## config.mk

```make
export PLATFORM = sky130hd
export DESIGN_NAME = phase_shedding_manager
export DESIGN_NICKNAME = d
export VERILOG_FILES = /design/src/shared/phase_pkg.sv /design/src/shared/phase_ctl_if.sv /design/src/rtl/phase_shedding_manager.sv /design/src/rtl/phase_spreader.sv
export SDC_FILE = /design/constraint.sdc
export NUM_CORES = 1
export LEC_CHECK = 0
export ABC_AREA = 1
export BUFFER_PORTS_ARGS = -buffer_cell sky130_fd_sc_hd__buf_4
export CAP_MARGIN = 20
export CELL_PAD_IN_SITES_DETAIL_PLACEMENT = 0
export CELL_PAD_IN_SITES_GLOBAL_PLACEMENT = 1
export CORE_ASPECT_RATIO = 0.8
export CORE_MARGIN = 5
export CORE_UTILIZATION = 48
export DETAILED_ROUTE_END_ITERATION = 12
export PLACE_DENSITY_LB_ADDON = 0.1
export SYNTH_ARGS = -nofsm -noshare
export SYNTH_HDL_FRONTEND = slang
export SYNTH_SLANG_ARGS = --single-unit
```

## constraint.sdc

```tcl
create_clock -name mclk -period 53.4 [get_ports mclk]
set_input_delay 13.35 -clock mclk [delete_from_list [all_inputs] [get_ports mclk]]
set_output_delay 13.35 -clock mclk [all_outputs]
set_load 0.02 [all_outputs]
```

## src/shared/phase_pkg.sv

```systemverilog
// Purpose: Constants and types shared by the phase shedding manager
// Assumes: 100 MHz mclk, 32-bit AHB-Lite register bus
// Notes: Offsets are byte addresses of word registers
package phase_pkg;
  localparam int unsigned MAX_PHASES = 6;
  localparam int unsigned ADD_THRESHOLDS = 5;
  localparam int unsigned CUR_W = 16;
  localparam int unsigned TEMP_W = 16;
  localparam int unsigned FREQ_W = 16;
  localparam int unsigned CNT_W = 3;

  // Register byte offsets
  localparam logic [7:0] OFS_MAX_COUNT = 8'h00;
  localparam logic [7:0] OFS_MIN_COUNT = 8'h04;
  localparam logic [7:0] OFS_THR_BASE = 8'h08;
  localparam logic [7:0] OFS_HYST = 8'h1C;
  localparam logic [7:0] OFS_RIPPLE_OFS = 8'h20;
  localparam logic [7:0] OFS_GUARD = 8'h24;
  localparam logic [7:0] OFS_OT_FAULT = 8'h28;
  localparam logic [7:0] OFS_OT_WARN = 8'h2C;
  localparam logic [7:0] OFS_OT_ACTION = 8'h30;
  localparam logic [7:0] OFS_CONTROL = 8'h34;
  localparam logic [7:0] OFS_STATUS = 8'h38;
  localparam logic [7:0] OFS_IRQ_STATUS = 8'h3C;
  localparam logic [7:0] OFS_IRQ_MASK = 8'h40;

  // Guard register fields
  localparam int unsigned GUARD_OFF_BIT = 16;
  // Control register fields
  localparam int unsigned CTRL_CLEAR_BIT = 0;
  // Interrupt status bits
  localparam int unsigned IRQ_W = 4;
  localparam int unsigned IRQ_PHASE_BIT = 0;
  localparam int unsigned IRQ_WARN_BIT = 1;
  localparam int unsigned IRQ_FAULT_BIT = 2;
  localparam int unsigned IRQ_GUARD_BIT = 3;

  // Reset values
  localparam logic [CNT_W-1:0] RST_MAX_COUNT = 3'h6;
  localparam logic [CNT_W-1:0] RST_MIN_COUNT = 3'h1;
  localparam logic [CUR_W-1:0] RST_THR_STEP = 16'h0010;
  localparam logic [CUR_W-1:0] RST_HYST = 16'h0004;
  localparam logic [CUR_W-1:0] RST_RIPPLE_OFS = 16'h0002;
  localparam logic [FREQ_W-1:0] RST_GUARD_COEFF = 16'h0100;
  localparam logic [TEMP_W-1:0] RST_OT_FAULT = 16'h007D;
  localparam logic [TEMP_W-1:0] RST_OT_WARN = 16'h0073;
  // Fixed internal frequency threshold, before coefficient scaling
  localparam logic [FREQ_W-1:0] FREQ_LIMIT = 16'h0800;

  // Hiccup retry interval
  localparam int unsigned RETRY_US = 1000;
  localparam int unsigned CLK_MHZ = 100;
  localparam int unsigned RETRY_CYCLES = RETRY_US * CLK_MHZ;

  typedef enum logic [1:0] {
    OT_LATCH = 2'b00,
    OT_IGNORE = 2'b01,
    OT_HICCUP = 2'b10
  } ot_action_t;

  // Output power state, Gray coded along off-ramp-run-down
  typedef enum logic [1:0] {
    PWR_OFF = 2'b00,
    PWR_RAMP_UP = 2'b01,
    PWR_RUN = 2'b11,
    PWR_RAMP_DOWN = 2'b10
  } pwr_state_t;
endpackage

```

## src/shared/phase_ctl_if.sv

```systemverilog
// Purpose: Carries the phase count from controller to interleaver
// Assumes: Single mclk domain
// Notes: Count is 1..6 active phases
interface phase_ctl_if;
  import phase_pkg::*;
  logic [CNT_W-1:0] active_count;
  logic [MAX_PHASES-1:0] phase_en;
  logic run;
  modport ctl (output active_count, output run, input phase_en);
  modport spread (input active_count, input run, output phase_en);
endinterface

```

## src/rtl/phase_shedding_manager.sv

```systemverilog
// Purpose: Decides active phase count, guards frequency and temperature
// Assumes: Sensor values arrive from logic on mclk; enables are pins
// Notes: Registers over AHB-Lite, zero wait states, OKAY always
// Operation
// - Never exceed programmed maximum phase count; code lets a minimum programmed above it win
// - Never go below programmed minimum count
// - Five add thresholds, one per extra phase
// - Add phase when current exceeds threshold
// - Drop phase below threshold minus hysteresis
// - Run maximum phases while voltage ramps
// - Add phases when switching frequency too high
// - Frequency guard on at reset, adjustable
// - Apply selected over-temperature response
// - Latched shutdown is reset response
// - Separate fault, warning, response settings
// - Enable phases in ascending order
// - Hiccup retries output every 1 ms; code holds off while the fault lasts, retries 1 ms after it clears
// - Spread active phases evenly in time
// - Up to five satellites plus main
//
// Implementation choices: the address map and register access over AHB-Lite.
module phase_shedding_manager (
  input wire logic mclk,
  input wire logic rst,
  input wire logic hsel,
  input wire logic [31:0] haddr,
  input wire logic [1:0] htrans,
  input wire logic hwrite,
  input wire logic [2:0] hsize,
  input wire logic [31:0] hwdata,
  input wire logic hready,
  output logic [31:0] hrdata,
  output logic hreadyout,
  output logic hresp,
  input wire logic output_on_req,
  input wire logic ramp_done,
  input wire logic [phase_pkg::CUR_W-1:0] output_current_ripple_high,
  input wire logic [phase_pkg::CUR_W-1:0] output_current_mean,
  input wire logic [phase_pkg::FREQ_W-1:0] switch_freq,
  input wire logic [phase_pkg::TEMP_W-1:0] temperature,
  input wire logic [15:0] switch_period,
  output logic output_enable,
  output logic [phase_pkg::MAX_PHASES-1:0] phase_enable,
  output logic [phase_pkg::MAX_PHASES-1:0] phase_fire,
  output logic irq
);
  import phase_pkg::*;

  phase_ctl_if pc ();

  // Configuration registers
  logic [CNT_W-1:0] max_phase_count;
  logic [CNT_W-1:0] min_phase_count;
  logic [CUR_W-1:0] phase_add_threshold [ADD_THRESHOLDS];
  logic [CUR_W-1:0] phase_drop_hysteresis;
  logic [CUR_W-1:0] ripple_compensation_offset;
  logic [FREQ_W-1:0] freq_guard_coefficient;
  logic freq_guard_off;
  logic [TEMP_W-1:0] overtemp_fault_threshold;
  logic [TEMP_W-1:0] overtemp_warning_threshold;
  ot_action_t overtemp_fault_action;
  logic [IRQ_W-1:0] irq_mask;
  logic [IRQ_W-1:0] irq_status;
  logic [IRQ_W-1:0] next_irq_status;
  logic [IRQ_W-1:0] irq_event;

  // Bus address phase capture
  logic dph_valid;
  logic dph_write;
  logic [7:0] dph_addr;
  logic addr_take;
  logic wr_now;
  logic rd_status_now;
  logic clear_req;

  assign addr_take = hsel && hready && htrans[1];
  assign wr_now = dph_valid && dph_write;
  assign clear_req = wr_now && dph_addr == OFS_CONTROL &&
                     hwdata[CTRL_CLEAR_BIT];
  assign hreadyout = 1'b1;
  assign hresp = 1'b0;

  // Address phase register
  always_ff @(posedge mclk) begin
    if (rst) begin
      dph_valid <= 1'b0;
      dph_write <= 1'b0;
      dph_addr <= 8'h00;
    end else begin
      dph_valid <= addr_take;
      dph_write <= hwrite;
      dph_addr <= haddr[7:0];
    end
  end

  // Power state and phase count state
  pwr_state_t pwr;
  pwr_state_t next_pwr;
  logic [CNT_W-1:0] count;
  logic [CNT_W-1:0] next_count;
  logic ot_latched;
  logic next_ot_latched;
  logic [$clog2(RETRY_CYCLES)-1:0] retry_cnt;
  logic [$clog2(RETRY_CYCLES)-1:0] next_retry_cnt;
  logic warn_flag;
  logic fault_flag;
  logic guard_trip;
  logic [CUR_W-1:0] load_cur;
  logic [CUR_W-1:0] ripple_adj;
  logic [CUR_W-1:0] up_thr;
  logic [CUR_W-1:0] dn_thr;
  logic [FREQ_W+FREQ_W-1:0] guard_prod;
  logic at_top;
  logic at_bottom;

  // Larger of compensated peak and mean
  assign ripple_adj = (output_current_ripple_high > ripple_compensation_offset)
      ? output_current_ripple_high - ripple_compensation_offset : '0;
  assign load_cur = (ripple_adj > output_current_mean) ? ripple_adj
                    : output_current_mean;

  // Threshold for next phase and current one
  assign at_top = (count >= max_phase_count) ||
                  (count >= CNT_W'(MAX_PHASES));
  assign at_bottom = (count <= 3'h1);
  assign up_thr = at_top ? '1 : phase_add_threshold[count - 3'h1];
  assign dn_thr = at_bottom ? '0 :
      ((phase_add_threshold[count - 3'h2] > phase_drop_hysteresis)
       ? phase_add_threshold[count - 3'h2] - phase_drop_hysteresis : '0);

  assign guard_prod = {16'h0000, FREQ_LIMIT} *
                      {16'h0000, freq_guard_coefficient};
  assign guard_trip = !freq_guard_off &&
                      ({16'h0000, switch_freq} > (guard_prod >> 8));

  assign warn_flag = temperature > overtemp_warning_threshold;
  assign fault_flag = temperature > overtemp_fault_threshold;

  // Next power state, phase count and over-temperature latch
  always_comb begin
    next_pwr = pwr;
    next_count = count;
    next_ot_latched = ot_latched;
    next_retry_cnt = retry_cnt;
    if (fault_flag && overtemp_fault_action != OT_IGNORE) begin
      next_ot_latched = 1'b1;
      next_retry_cnt = '0;
    end else if (ot_latched) begin
      if (overtemp_fault_action == OT_HICCUP) begin
        if (retry_cnt == ($clog2(RETRY_CYCLES))'(RETRY_CYCLES - 1)) begin
          next_ot_latched = 1'b0;
          next_retry_cnt = '0;
        end else begin
          next_retry_cnt = retry_cnt + 1'b1;
        end
      end else if (clear_req && !output_on_req) begin
        // Latched: cleared and output re-enabled afterwards
        next_ot_latched = 1'b0;
      end
    end
    case (pwr)
      PWR_OFF: begin
        if (output_on_req && !ot_latched) begin
          next_pwr = PWR_RAMP_UP;
        end
      end
      PWR_RAMP_UP: begin
        if (ot_latched) begin
          next_pwr = PWR_OFF;
        end else if (!output_on_req) begin
          next_pwr = PWR_RAMP_DOWN;
        end else if (ramp_done) begin
          next_pwr = PWR_RUN;
        end
      end
      PWR_RUN: begin
        if (ot_latched) begin
          next_pwr = PWR_OFF;
        end else if (!output_on_req) begin
          next_pwr = PWR_RAMP_DOWN;
        end
      end
      PWR_RAMP_DOWN: begin
        if (ramp_done || ot_latched) begin
          next_pwr = PWR_OFF;
        end
      end
      default: begin
        next_pwr = PWR_OFF;
      end
    endcase
    if (pwr == PWR_RAMP_UP || pwr == PWR_RAMP_DOWN) begin
      next_count = max_phase_count;
    end else if (!at_top && (guard_trip || load_cur > up_thr)) begin
      next_count = count + 3'h1;
    end else if (!at_bottom && !guard_trip && load_cur < dn_thr) begin
      next_count = count - 3'h1;
    end
    if (next_count > max_phase_count) begin
      next_count = max_phase_count;
    end
    if (next_count < min_phase_count) begin
      next_count = min_phase_count;
    end
    // Main plus five satellites at most
    if (next_count > CNT_W'(MAX_PHASES)) begin
      next_count = CNT_W'(MAX_PHASES);
    end
    if (next_count == 3'h0) begin
      next_count = 3'h1;
    end
  end

  // Register power and phase state
  always_ff @(posedge mclk) begin
    if (rst) begin
      pwr <= PWR_OFF;
      count <= 3'h1;
      ot_latched <= 1'b0;
      retry_cnt <= '0;
    end else begin
      pwr <= next_pwr;
      count <= next_count;
      ot_latched <= next_ot_latched;
      retry_cnt <= next_retry_cnt;
    end
  end

  assign pc.active_count = count;
  assign pc.run = (pwr != PWR_OFF);
  assign phase_enable = pc.phase_en;
  assign output_enable = (pwr != PWR_OFF);

  phase_spreader u_spread (
    .mclk(mclk),
    .rst(rst),
    .switch_period(switch_period),
    .ctl(pc.spread),
    .phase_fire(phase_fire)
  );

  // Interrupt events; set wins over read clear
  assign irq_event[IRQ_PHASE_BIT] = (next_count != count);
  assign irq_event[IRQ_WARN_BIT] = warn_flag;
  assign irq_event[IRQ_FAULT_BIT] = fault_flag;
  assign irq_event[IRQ_GUARD_BIT] = guard_trip;
  assign rd_status_now = dph_valid && !dph_write &&
                         dph_addr == OFS_IRQ_STATUS;
  always_comb begin
    next_irq_status = (rd_status_now ? '0 : irq_status) | irq_event;
  end
  assign irq = |(irq_status & irq_mask);

  always_ff @(posedge mclk) begin
    if (rst) begin
      max_phase_count <= RST_MAX_COUNT;
      min_phase_count <= RST_MIN_COUNT;
      for (int i = 0; i < ADD_THRESHOLDS; i++) begin
        phase_add_threshold[i] <= RST_THR_STEP * CUR_W'(i + 1);
      end
      phase_drop_hysteresis <= RST_HYST;
      ripple_compensation_offset <= RST_RIPPLE_OFS;
      freq_guard_coefficient <= RST_GUARD_COEFF;
      freq_guard_off <= 1'b0;
      overtemp_fault_threshold <= RST_OT_FAULT;
      overtemp_warning_threshold <= RST_OT_WARN;
      overtemp_fault_action <= OT_LATCH;
      irq_mask <= '0;
      irq_status <= '0;
    end else begin
      irq_status <= next_irq_status;
      if (wr_now) begin
        case (dph_addr)
          OFS_MAX_COUNT: max_phase_count <= hwdata[CNT_W-1:0];
          OFS_MIN_COUNT: min_phase_count <= hwdata[CNT_W-1:0];
          OFS_HYST: phase_drop_hysteresis <= hwdata[CUR_W-1:0];
          OFS_RIPPLE_OFS: ripple_compensation_offset <= hwdata[CUR_W-1:0];
          OFS_GUARD: begin
            freq_guard_coefficient <= hwdata[FREQ_W-1:0];
            freq_guard_off <= hwdata[GUARD_OFF_BIT];
          end
          OFS_OT_FAULT: overtemp_fault_threshold <= hwdata[TEMP_W-1:0];
          OFS_OT_WARN: overtemp_warning_threshold <= hwdata[TEMP_W-1:0];
          OFS_OT_ACTION: begin
            overtemp_fault_action <= (hwdata[1:0] == 2'b11) ? OT_LATCH
                                     : ot_action_t'(hwdata[1:0]);
          end
          OFS_IRQ_MASK: irq_mask <= hwdata[IRQ_W-1:0];
          default: begin
            for (int i = 0; i < ADD_THRESHOLDS; i++) begin
              if (dph_addr == OFS_THR_BASE + 8'(4 * i)) begin
                phase_add_threshold[i] <= hwdata[CUR_W-1:0];
              end
            end
          end
        endcase
      end
    end
  end

  // Read data mux, registered at the address phase
  always_ff @(posedge mclk) begin
    if (rst) begin
      hrdata <= 32'h0000_0000;
    end else if (addr_take && !hwrite) begin
      hrdata <= 32'h0000_0000;
      case (haddr[7:0])
        OFS_MAX_COUNT: hrdata <= {29'h0, max_phase_count};
        OFS_MIN_COUNT: hrdata <= {29'h0, min_phase_count};
        OFS_HYST: hrdata <= {16'h0000, phase_drop_hysteresis};
        OFS_RIPPLE_OFS: hrdata <= {16'h0000, ripple_compensation_offset};
        OFS_GUARD: hrdata <= {15'h0, freq_guard_off, freq_guard_coefficient};
        OFS_OT_FAULT: hrdata <= {16'h0000, overtemp_fault_threshold};
        OFS_OT_WARN: hrdata <= {16'h0000, overtemp_warning_threshold};
        OFS_OT_ACTION: hrdata <= {30'h0, overtemp_fault_action};
        OFS_STATUS: hrdata <= {24'h00_0000, pwr, ot_latched, fault_flag,
                               warn_flag, count};
        OFS_IRQ_STATUS: hrdata <= {28'h0, next_irq_status};
        OFS_IRQ_MASK: hrdata <= {28'h0, irq_mask};
        default: begin
          for (int i = 0; i < ADD_THRESHOLDS; i++) begin
            if (haddr[7:0] == OFS_THR_BASE + 8'(4 * i)) begin
              hrdata <= {16'h0000, phase_add_threshold[i]};
            end
          end
        end
      endcase
    end
  end
endmodule // phase_shedding_manager

```

## src/rtl/phase_spreader.sv

```systemverilog
// Purpose: Enables phases in ascending order, spreads their instants
// Assumes: Switch period given in mclk cycles, divided among active phases
// Notes: Spacing is recomputed whenever the active count changes
module phase_spreader (
  input wire logic mclk,
  input wire logic rst,
  input wire logic [15:0] switch_period,
  phase_ctl_if.spread ctl,
  output logic [phase_pkg::MAX_PHASES-1:0] phase_fire
);
  import phase_pkg::*;

  logic [15:0] spacing;
  logic [15:0] next_spacing;
  logic [15:0] tick;
  logic [15:0] next_tick;
  logic [CNT_W-1:0] slot;
  logic [CNT_W-1:0] next_slot;
  logic [CNT_W-1:0] last_count;
  logic [MAX_PHASES-1:0] next_fire;
  logic [MAX_PHASES-1:0] next_en;
  logic [MAX_PHASES-1:0] en_q;

  // Spacing, slot rotation and per-phase fire pulses
  always_comb begin
    next_spacing = spacing;
    next_tick = tick + 16'h0001;
    next_slot = slot;
    next_fire = '0;
    if (ctl.active_count != last_count || spacing == 16'h0000) begin
      next_spacing = switch_period / {13'h0000, ctl.active_count};
      next_tick = 16'h0000;
      next_slot = '0;
    end else if (tick + 16'h0001 >= spacing) begin
      next_tick = 16'h0000;
      next_fire[slot] = ctl.run;
      next_slot = (slot + 3'h1 >= ctl.active_count) ? 3'h0 : slot + 3'h1;
    end
  end

  generate
    for (genvar i = 0; i < MAX_PHASES; i++) begin : g_en
      assign next_en[i] = ctl.run && (i < ctl.active_count);
    end
  endgenerate

  // Register spreading state
  always_ff @(posedge mclk) begin
    if (rst) begin
      spacing <= 16'h0000;
      tick <= 16'h0000;
      slot <= '0;
      last_count <= '0;
      phase_fire <= '0;
      en_q <= '0;
    end else begin
      spacing <= next_spacing;
      tick <= next_tick;
      slot <= next_slot;
      last_count <= ctl.active_count;
      phase_fire <= next_fire;
      en_q <= next_en;
    end
  end

  assign ctl.phase_en = en_q;
endmodule // phase_spreader

```

==> results of run 1 <==
-- area by class of cell --
type	instances	area (µm²)	area share (%)
clock inverters	11	77.6	0.318
clock buffers	41	801	3.29
well taps	612	766	3.14
multi-input cells	2200	13100	53.7
inverters	552	2080	8.52
flip-flops and latches	277	6350	26.1
repair buffers	159	1210	4.96
-- stage by stage --
| step | hold slack, ns | std cells | setup slack [ns] | area (µm²) | util (%) |
|---|---|---|---|---|---|
| 3_5_place_dp | 0.463 | 3798 | 16.59 | 23500 | 51.6 |
| 3_3_place_gp | 0.451 | 3798 | 16.94 | 23500 | 51.6 |
| 4_1_cts | 0.480 | 3850 | 17.13 | 24300 | 53.6 |
| 2_1_floorplan | 0.433 | 3146 | 20.82 | 22000 | - |
| 6_report | 0.482 | 3852 | 17.06 | 24400 | 53.6 |
| 5_1_grt | 0.496 | 3852 | 14.07 | 24400 | 53.6 |
-- state kept, by name, summed over array words and instances, names as in the netlist, 16 cells and up --
signal and count:
phase_add_threshold 80, hrdata 17, retry_cnt 17, freq_guard_coefficient 16, overtemp_fault_threshold 16, overtemp_warning_threshold 16
phase_drop_hysteresis 16, ripple_compensation_offset 16, u_spread.spacing 16, u_spread.tick 16
-- worst paths after layout --
check                      startpoint                                to  slack, ns  cells past startpoint
max                 switch_period[15]  u_spread.spacing[0]$_SDFFE_PP0P_      17.06                    151
max reg2reg       count[2]$_SDFF_PP0_  u_spread.spacing[0]$_SDFFE_PP0P_      28.74                    149
min          irq_mask[1]$_SDFFE_PP0P_          irq_mask[1]$_SDFFE_PP0P_       0.48                      2
min reg2reg  irq_mask[1]$_SDFFE_PP0P_          irq_mask[1]$_SDFFE_PP0P_       0.48                      2
-- layer usage --
| metal | share of wire [%] | GRT usage, % |
|---|---|---|
| met2 | 41 | 39.0 |
| met4 | 1.4 | 3.74 |
| met1 | 48 | 41.4 |
| met3 | 9.3 | 3.37 |
| met5 | 0 | 0 |
-- critical path, delay by kind of cell --
family / cells / cell delay (ns)
adders and majority gates: 16 / 4.72
buffers and inverters: 31 / 3.00
AOI/OAI and AO/OA: 31 / 5.44
and+or+nand+nor: 73 / 10.26
-- kinds of logic after synthesis --
family                   count (synthesis)  synth area share (%)
AO/OA/AOI/OAI                          782                  20.0
XOR/XNOR                                54                  2.15
adder cells (fa/ha/maj)                214                  12.3
buffers and inverters                  669                  12.0
flip-flops                             277                  28.9
other                                    2                0.0342
AND/OR/NAND/NOR                       1133                  24.7
-- cells in the mapped netlist (all sizes together) (3+ instances only) --
cell type / count
xor2: 38
nand3b: 10
a21oi: 267
dfxtp: 197
nor3b: 3
xnor2: 16
a41oi: 7
o21a: 8
o21ai: 315
a2111oi: 10
edfxtp: 80
o2111ai: 6
buf: 30
o221ai: 12
a211oi: 9
a31oi: 37
o211ai: 19
clkinv: 6
a21o: 4
clkbuf: 87
a221oi: 7
nor4: 15
and2: 6
o22ai: 56
nor2: 308
nand3: 158
nand2: 493
nand4: 69
a31o: 3
or2: 16
ha: 212
o21bai: 16
inv: 546
nor3: 53
==> results.md, run 1 <==
Finish:
- The fraction of layout cells with a size suffix above 1 is 10.4%.
- 0 antenna diodes ended up in the layout.
- The most frequent standard cell in the layout excluding fill and tap cells is inv_1.
- The number of nets at the end of the flow is 3588.
- The total of fill cells in the finished design is 4463.
- In the layout the commonest cells are inv_1 (530), nand2_1 (462), o21ai_0 (300), nor2_1 (282), a21oi_1 (265).
- The area growth from synthesis to final layout is 10.9%.

Setup path:
- The slowest stage of the critical path is the nor3_1 cell.
- The element type at the critical path start is an input pin.
- The worst setup path is of the in -> reg kind.
- The cell type with the highest occurrence count on the critical path is nand2_1.
- The longest individual stage delay on the worst path is 0.50 ns.
- At the worst endpoint, the required time is ~54 ns.
- The data arrival at the endpoint of the critical path is roughly 37 ns.
- Along the worst path, the maximum fanout reaches 14.
- The type of element capturing the critical path is a flip-flop.

Floorplanning:
- The floorplan step defined a die boundary enclosing 50200 µm².
- Once the floorplan was initialized, standard cells occupied 48.3% of the core.
- The floorplan step set the die width to between 200 and 250 µm.
- The number of primary I/O pins is around 200.
- From bottom edge to top edge, the die measures between 200 and 250 µm.
- The placement row count is 70.
- After floorplanning, the core was sized to cover roughly 45000 µm².

Clock tree:
- The number of gates resized after CTS was 0.
- The clock passes through at most 3 buffers.
- The count of buffers added by post-CTS timing repair for setup is 0.
- At the later pin of the worst-skew pair, clock insertion delay measures 0.59 ns.
- The number of hold buffers added after cts is 0.
- The total CTS buffers is 28.
- The cell at the root of the clock tree is clkbuf_16.
- For this design, the sink count on the clock tree is ~280.
- CTS built an H-tree with a depth of 1.
- The CTS tree is done.
- Clock-pin slew was measured on the worst setup and hold paths at 0.07 ns.

Drt:
- The number of vias per cell is 5.57.
- The pre-antenna-repair detailed-routing pass consisted of 6 iterations.
- In the final routed layout, each cell accounts on average for 18.2 µm.
- The count of nets left with antenna violations after detail routing is 0.
- After the first detailed-routing iteration, the DRC count stood at 2199.
- The routed design has between 70000 and 80000 µm of wire.
- After detailed routing, the number of remaining DRC violations is 0.
- The total via count after detailed routing is 21450.

Synthesis:
- The library cell occupying the most area in the post-synthesis netlist is dfxtp_1.
- Synthesis inferred 277 register bits.
- Of all flip-flops after synthesis, the portion carrying an async set or reset was 0%.
- The number of synthesized flops with an enable pin is 80.
- After synthesis the cells add up to 22000 µm².
- Yosys printed 0 warnings.
- By area the synthesized netlist is led by dfxtp_1 (18%), ha_1 (12%), edfxtp_1 (11%).
- The number of instances in the synthesized netlist is 3131.
- The share of the Yosys chip area taken by registers is between 20% and 30%.
- The top flip-flop cell by instance count after synthesis is dfxtp_1.
- The area share of the leading cell type in the synthesized netlist is between 10% and 20%.
- The number of different library cells used by synthesis comes to 64.
- After synthesis, the mean cell area works out to 7.02 µm².

Run:
- The reported max-cap violation count is 0.

Timing:
- The number of failing hold endpoints at the final stage is 0.
- The clock period minus worst slack is 36.34 ns.
- Setup repair after global routing left no endpoint under its margin.
- The final critical path takes up 68.1% of the cycle.
- The tightest slew margin relative to the limit is 19.6%.
- At the pin with the least slew margin, the transition time is 1.19 ns.
- The final number of setup-violating endpoints is 0.
- The setup total negative slack is 0 ns.
- The count of final max-slew check failures is 0.
- The maximum clock frequency is 0.0275 GHz.
- The final clock skew is 0.0501 ns.

Hold path:
- The worst hold path belongs to the class reg -> reg.

Placement:
- Once detailed placement completed, the half-perimeter wirelength came to 54300 µm.
- Port buffering added approximately 140 buffers.
- The congestion estimate from routability-driven global placement came to 0.901.

Global route:
- The initial antenna violation count is 2.
- The remaining global-route overflow is 0.
- The number of global-route vias before repair is about 19000.
- Global routing used 26.2% of the available tracks across all layers.
- The first global-routing pass estimated 107000 µm of wire.
- Entering global routing, the biggest net connects around 110 pins.

Status:
- The run finished with clean final reports.
Power of run 1 is not shown: default switching activity piles up to over one toggle a cycle in this logic, so the estimate is an artifact.
==> run 2, diff against run 1 <==
--- a/config.mk
+++ b/config.mk
@@ -12,7 +12,7 @@
 export CELL_PAD_IN_SITES_GLOBAL_PLACEMENT = 1
 export CORE_ASPECT_RATIO = 0.8
 export CORE_MARGIN = 5
-export CORE_UTILIZATION = 48
+export CORE_UTILIZATION = 44
 export DETAILED_ROUTE_END_ITERATION = 12
 export PLACE_DENSITY_LB_ADDON = 0.1
 export SYNTH_ARGS = -nofsm -noshare
==> constraint.sdc (replaced) <==
create_clock -name mclk -period 36.2 [get_ports mclk]
set_input_delay 9.05 -clock mclk [delete_from_list [all_inputs] [get_ports mclk]]
set_output_delay 9.05 -clock mclk [all_outputs]
set_load 0.02 [all_outputs]
==> run 2 against run 1 <==
Worst setup slack lost 13 ns. Via count shrank 1.9%. Largest cell class unchanged. Hold slack got worse by 0.020 ns. Register-to-register slack got worse by 17 ns. Clock skew decreased by 0.014 ns. Die area up 8.7%. Design area is 0.78% higher. Critical path type unchanged.
==> results.md, run 2 (same netlist as run 1, synthesis figures left out) <==
Timing:
- The number of failing hold endpoints at the final stage is 0 (unchanged).
- The count of final max-slew check failures is 0 (unchanged).
- Setup repair after global routing left no endpoint under its margin.
- The tightest slew margin relative to the limit is 21.4% (+1.8 points).
- For this run, the top clock speed supported by timing is 0.0312 GHz.
- The transition time at the pin with the least slew margin is 1.18 ns (-0.0102 ns).
- Of the available clock period, the critical path in the final layout requires 88.4%.
- The least setup slack across all paths after layout is 4.20 ns (-12.86 ns).
- The final clock skew is 0.0358 ns (-0.0143 ns).
- The final number of setup-violating endpoints is 0 (unchanged).
- The setup total negative slack is 0 ns (unchanged).
- Counting I/O delays and the setup requirement, the final critical path takes 32.00 ns.

Global route:
- The number of global-route vias before repair is 19367 (+0.77%).
- The pin count of the biggest net entering global routing is 105 (unchanged).
- The remaining global-route overflow is 0 (unchanged).
- The wire length of the first global-routing pass came to 108000 µm (+0.91%).
- The initial antenna violation count came to 2 (unchanged).
- The global-route usage over all layers came to 24.9% (-1.3 points).

Drt:
- The detailed-router iteration count before antenna repair is 7 (+1).
- The DRC violations left came to 0 (unchanged).
- The count of nets left with antenna violations after detail routing is 0 (unchanged).
- The total via count after detailed routing is 21045 (-1.9%).
- The number of violations reported at the end of detailed-routing iteration 0 is 1715 (-22%).
- The detailed-route wire length per cell was 18.1 µm (-1.0%).
- The final wirelength is 70700 µm (+0.69%).
- The number of vias per cell is 5.37 (-3.5%).

Setup path:
- The type of element capturing the critical path is a flip-flop.
- The longest individual stage delay on the worst path was 0.44 ns (-0.06 ns).
- The cell count of the worst reg-to-reg path was 157 (+5.4%).
- The worst register-to-register path begins at count[0]$_SDFF_PP1_.
- The flop-to-flop setup slack is 11.69 ns (-17.05 ns).
- The data arrival at the endpoint of the critical path is 32.47 ns (-4.36 ns).
- The worst setup path is launched from an input pin.
- The cell type with the highest occurrence count on the critical path is nand2_1.
- The biggest fanout along the worst timing path was 14 (unchanged).
- Tracing the worst setup path back leads to its startpoint at switch_period[15].
- The worst endpoint required time is 36.67 ns (-17.21 ns).
- In this run the critical register-to-register path is captured at u_spread.spacing[0]$_SDFFE_PP0P_.
- The slowest cell on the critical path is o21ai_0.
- The most critical setup path has its endpoint at u_spread.spacing[0]$_SDFFE_PP0P_.
- The type of the worst setup path is in -> reg.

Floorplanning:
- The placement row count was 73 (+4.3%).
- The die height is 210 µm (+4.2%).
- The die extent in x is 260 µm (+4.3%).
- The number of primary I/O pins is 204 (unchanged).
- The starting density of the core came to 44.4% (-4.0 points).
- The area of the placeable core was 49500 µm² (+8.9%).
- The die area is 54500 µm² (+8.7%).

Finish:
- The largest registers in the layout are phase_add_threshold x80, hrdata x17, retry_cnt x17.
- In the layout the commonest cells are inv_1 (530), nand2_1 (462), o21ai_0 (300), nor2_1 (282), a21oi_1 (265).
- The number of nets at the end of the flow is 3591 (+0.084%).
- The library cell used most frequently in the layout, excluding fill and tap cells, is inv_1.
- The count of antenna diodes in the layout was 0 (unchanged).
- The area growth from synthesis to layout is 11.8%.
- The fraction of layout cells with a size suffix above 1 was 10.8% (+0.36 points).
- The number of flip-flops in the largest register is 80 (unchanged).
- The register with the most flip-flops is phase_add_threshold.
- The end-of-flow core utilization is 49.6% (-4.0 points).

Clock tree:
- The cell at the root of the clock tree is clkbuf_16.
- The count of buffers added by post-CTS timing repair for setup is 0 (unchanged).
- The CTS tree is done.
- The total CTS buffers is 28 (unchanged).
- The number of clock sinks is 277 (unchanged).
- The number of hold buffers added after cts is 0 (unchanged).
- The number of instances resized during post-cts repair came to 0 (unchanged).
- The clock slew seen by the registers of the worst setup and hold paths is 0.06 ns (about the same).
- The deepest clock path buffer count is 3 (unchanged).
- The depth of the CTS H-tree is 1 (unchanged).
- The later-pin clock latency in the skew report came to 0.59 ns (about the same).

Run:
- The reported max-cap violation count is 0 (unchanged).

Status:
- The flow ran to the end, and the final reports show no timing, DRC or antenna violations.

Placement:
- The number of input and output port buffers inserted was 143 (unchanged).
- The HPWL reported at the end of detailed placement is 54800 µm (+0.93%).
- The worst setup slack before clock tree synthesis is 3.64 ns (-12.95 ns).
- The final weighted congestion of routability-driven global placement is 0.894 (-0.81%).

Hold path:
- The path type of the worst min-delay path is reg -> reg.
- The hold-critical path depth is 2 (unchanged).
## run 2: cell count changes in the layout (fill, tap and decap cells not counted), sizes merged
cell and change:
buf +2, clkinv -2, inv +1, bufinv +4, clkbuf -4, clkinvlp +2
## run 2: worst min path at each step
stage / startpoint / endpoint / slack (ns)
finish: freq_guard_off$_SDFFE_PP0P_ / hrdata[16]$_SDFFE_PP0P_ / 0.46
global placement: u_spread.tick[0]$_SDFF_PP0_ / u_spread.tick[0]$_SDFF_PP0_ / 0.45
detailed placement: freq_guard_off$_SDFFE_PP0P_ / hrdata[16]$_SDFFE_PP0P_ / 0.45
CTS: freq_guard_off$_SDFFE_PP0P_ / hrdata[16]$_SDFFE_PP0P_ / 0.46
global route: freq_guard_off$_SDFFE_PP0P_ / hrdata[16]$_SDFFE_PP0P_ / 0.49
floorplan: u_spread.tick[0]$_SDFF_PP0_ / u_spread.tick[0]$_SDFF_PP0_ / 0.43
## run 2: cell type report
cell class | instances | area, µm²
tap | 675 | 845
clock inverter | 16 | 216
clock buffer | 36 | 759
timing repair buffer | 162 | 1220
inverter | 552 | 2080
fill | 5000 | 24900
multi-input combinational | 2200 | 13100
sequential | 277 | 6350
## run 2: layer usage
| metal | GRT usage, % | wire length, µm | vias to the layer above | part of all wire [%] |
|---|---|---|---|---|
| met5 | 0 | 13 | - | 0.018 |
| met4 | 4.55 | 1260 | 2 | 1.8 |
| met3 | 5.30 | 5930 | 62 | 8.4 |
| met2 | 36.1 | 28500 | 624 | 40 |
| met1 | 38.2 | 35100 | 9689 | 50 |
| li1 | - | - | 10668 | - |
## run 2: worst max-delay path: cells and delay by family
kind            cells  cell delay, ns
compound gates     31            5.32
fa+ha+maj          16            4.67
buf+inv            35            3.20
simple gates       74           10.10
## run 2: metrics by stage
step                area (µm²)  instances  hold WS (ns)
finish                   24600       3918         0.462
global placement         23600       3863         0.454
CTS                      24500       3915         0.463
global route             24600       3918         0.487
floorplan                22000       3146         0.433
detailed placement       23600       3863         0.454
Power of run 2 is left out for the same reason.
==> run 3, diff against run 2 <==
--- a/config.mk
+++ b/config.mk
@@ -12,7 +12,8 @@
 export CELL_PAD_IN_SITES_GLOBAL_PLACEMENT = 1
 export CORE_ASPECT_RATIO = 0.8
 export CORE_MARGIN = 5
-export CORE_UTILIZATION = 44
+export CORE_UTILIZATION = 40
+export CTS_CLUSTER_SIZE = 14
 export DETAILED_ROUTE_END_ITERATION = 12
 export PLACE_DENSITY_LB_ADDON = 0.1
 export SYNTH_ARGS = -nofsm -noshare
==> run 3 against run 2 <==
Worst setup slack worse by 0.094 ns. Register-to-register slack worse by 0.28 ns. Clock skew is 0.012 ns lower.
==> results.md, run 3 (same netlist as run 1, synthesis figures left out) <==
Timing:
- The count of final max-slew check failures was 0 (unchanged).
- The final number of setup-violating endpoints is 0 (unchanged).
- The maximum clock frequency is 0.0312 GHz (-0.29%).
- Setup repair after global routing left no endpoint under its margin.
- The number of failing hold endpoints at the final stage came to 0 (unchanged).
- The share of the clock period used by the worst path is 88.7% (+0.26 points).
- The setup total negative slack is 0 ns (unchanged).
- The transition time at the pin with the least slew margin was 1.19 ns (+0.0142 ns).
- The clock period minus worst slack is 32.10 ns (+0.0943 ns).
- The tightest slew margin relative to the limit was 19.9% (-1.4 points).
- The final clock skew is 0.0239 ns (-0.0119 ns).

Setup path:
- The biggest fanout along the worst timing path is 14 (unchanged).
- By startpoint and endpoint, the worst setup path is classified as in -> reg.
- The longest individual stage delay on the worst path is 0.49 ns (+0.05 ns).
- The buffering stage count on the worst path with inverters included is 34 (-2.9%).
- The largest delay contributor family on the critical path is simple AND/OR/NAND/NOR gates.
- The element type at the critical path start is an input pin.
- For this design, the slowest cell found on the critical path is o21ai_0.
- The data arrival at the endpoint of the critical path is 32.56 ns (+0.09 ns).
- The type of element capturing the critical path is a flip-flop.
- The worst endpoint required time came to 36.67 ns (about the same).
- The cell type with the highest occurrence count on the critical path is nand2_1.

Global route:
- The pin count of the biggest net entering global routing is 95 (-9.5%).
- The wire length of the first global-routing pass came to 112000 µm (+3.3%).
- The initial antenna violation count is 0 (-2).
- The remaining global-route overflow was 0 (unchanged).
- The global-route usage over all layers is 23.6% (-1.3 points).
- The number of global-route vias before repair is 19413 (+0.24%).

Finish:
- The number of standard cells in the final layout excluding fillers is 3950 (+0.82%).
- The number of nets at the end of the flow came to 3592 (+0.028%).
- The total of fill cells in the finished design came to 5450 (+9.0%).
- The multi-input logic area is 13100 µm² (unchanged).
- The end-of-flow core utilization is 45.7% (-3.9 points).
- The top cell types in the final layout, fill and taps aside, are inv_1 (530), nand2_1 (462), o21ai_0 (300), nor2_1 (282), a21oi_1 (265).
- The area taken by flip-flops and latches is 6350 µm² (unchanged).
- The fraction of layout cells with a size suffix above 1 is 10.8% (+0.079 points).
- The register with the most flip-flops is phase_add_threshold.
- The largest registers in the layout are phase_add_threshold x80, hrdata x17, retry_cnt x17.
- The total non-filler cell area in the finished layout is 24700 µm² (+0.69%).
- The area growth from synthesis to layout is 12.6%.
- The number of flip-flops in the largest register came to 80 (unchanged).
- The most frequent standard cell in the layout excluding fill and tap cells is inv_1.

Clock tree:
- The later-pin clock latency in the skew report is 0.60 ns (about the same).
- In this run the clock root is driven by a clkbuf_16.
- The number of clock sinks is 277 (unchanged).
- The clock slew seen by the registers of the worst setup and hold paths is 0.06 ns (about the same).
- The number of instances resized during post-cts repair is 0 (unchanged).
- The depth of the CTS H-tree is 1 (unchanged).
- The number of hold buffers added after cts came to 0 (unchanged).
- TritonCTS built the clock tree.
- The deepest clock path buffer count came to 3 (unchanged).
- The count of buffers added by post-CTS timing repair for setup came to 0 (unchanged).
- The total CTS buffers came to 31 (+11%).

Drt:
- The total via count after detailed routing is 21374 (+1.6%).
- The count of nets left with antenna violations after detail routing was 0 (unchanged).
- The DRC violations left was 0 (unchanged).
- The number of vias per cell came to 5.41 (+0.74%).
- The detailed-route wire length per cell is 18.6 µm (+2.8%).
- The number of violations reported at the end of detailed-routing iteration 0 is 2040 (+19%).
- The detailed-router iteration count before antenna repair came to 6 (-1).
- The final wirelength is 73300 µm (+3.7%).

Floorplanning:
- The die height is 220 µm (+4.6%).
- The die extent in x is 272 µm (+4.7%).
- The starting density of the core is 40.6% (-3.8 points).
- The placement row count is 76 (+4.1%).
- The area of the placeable core was 54100 µm² (+9.3%).
- The number of primary I/O pins came to 204 (unchanged).
- The die area came to 59700 µm² (+9.6%).

Placement:
- The number of input and output port buffers inserted is 143 (unchanged).
- The count of placed standard cells including taps was 3890 (+0.70%).
- The cell area reported after detailed placement is 23600 µm² (+0.13%).
- The HPWL reported at the end of detailed placement was 56600 µm (+3.3%).
- The final weighted congestion of routability-driven global placement is 0.905 (+1.3%).

Hold path:
- The path type of the worst min-delay path is reg -> reg.

Status:
- The run finished with clean final reports.

Run:
- The reported max-cap violation count is 0 (unchanged).
==> run 3: metal layers <==
layer	vias up	wire length [µm]	track usage, %
met4	0	963	3.40
met3	80	4860	2.57
met5	-	0	0
met2	680	30200	35.4
met1	9925	37300	37.2
li1	10689	-	-
==> run 3: tightest hold or removal path, cell delays in order (launching register included) <==
cell     delay [ns]
dfxtp_1        0.31
nand2_1        0.06
a21oi_1        0.05
==> run 3: worst paths after layout <==
path | startpoint | to | slack [ns] | cells after the start
setup / recovery | switch_period[15] | u_spread.spacing[0]$_SDFFE_PP0P_ | 4.10 | 156
setup reg to reg | count[1]$_SDFF_PP0_ | u_spread.spacing[0]$_SDFFE_PP0P_ | 11.41 | 156
hold / removal | freq_guard_off$_SDFFE_PP0P_ | hrdata[16]$_SDFFE_PP0P_ | 0.47 | 2
hold reg to reg | freq_guard_off$_SDFFE_PP0P_ | hrdata[16]$_SDFFE_PP0P_ | 0.47 | 2
==> run 3: layout make-up <==
cell class | instances | area share [%]
multi-input cells | 2200 | 52.9
diodes | 1 | 0.0101
inverters | 552 | 8.40
clock buffers | 41 | 3.54
repair buffers | 160 | 4.88
well taps | 702 | 3.55
clock inverters | 17 | 1.00
flip-flops and latches | 277 | 25.7
==> run 3: through the flow <==
stage               hold slack [ns]  setup slack (ns)
finish                        0.466              4.10
global route                  0.489              1.12
CTS                           0.468              4.08
detailed placement            0.463              3.57
global placement              0.452              3.85
floorplan                     0.433              7.92
Power of run 3 is left out for the same reason.
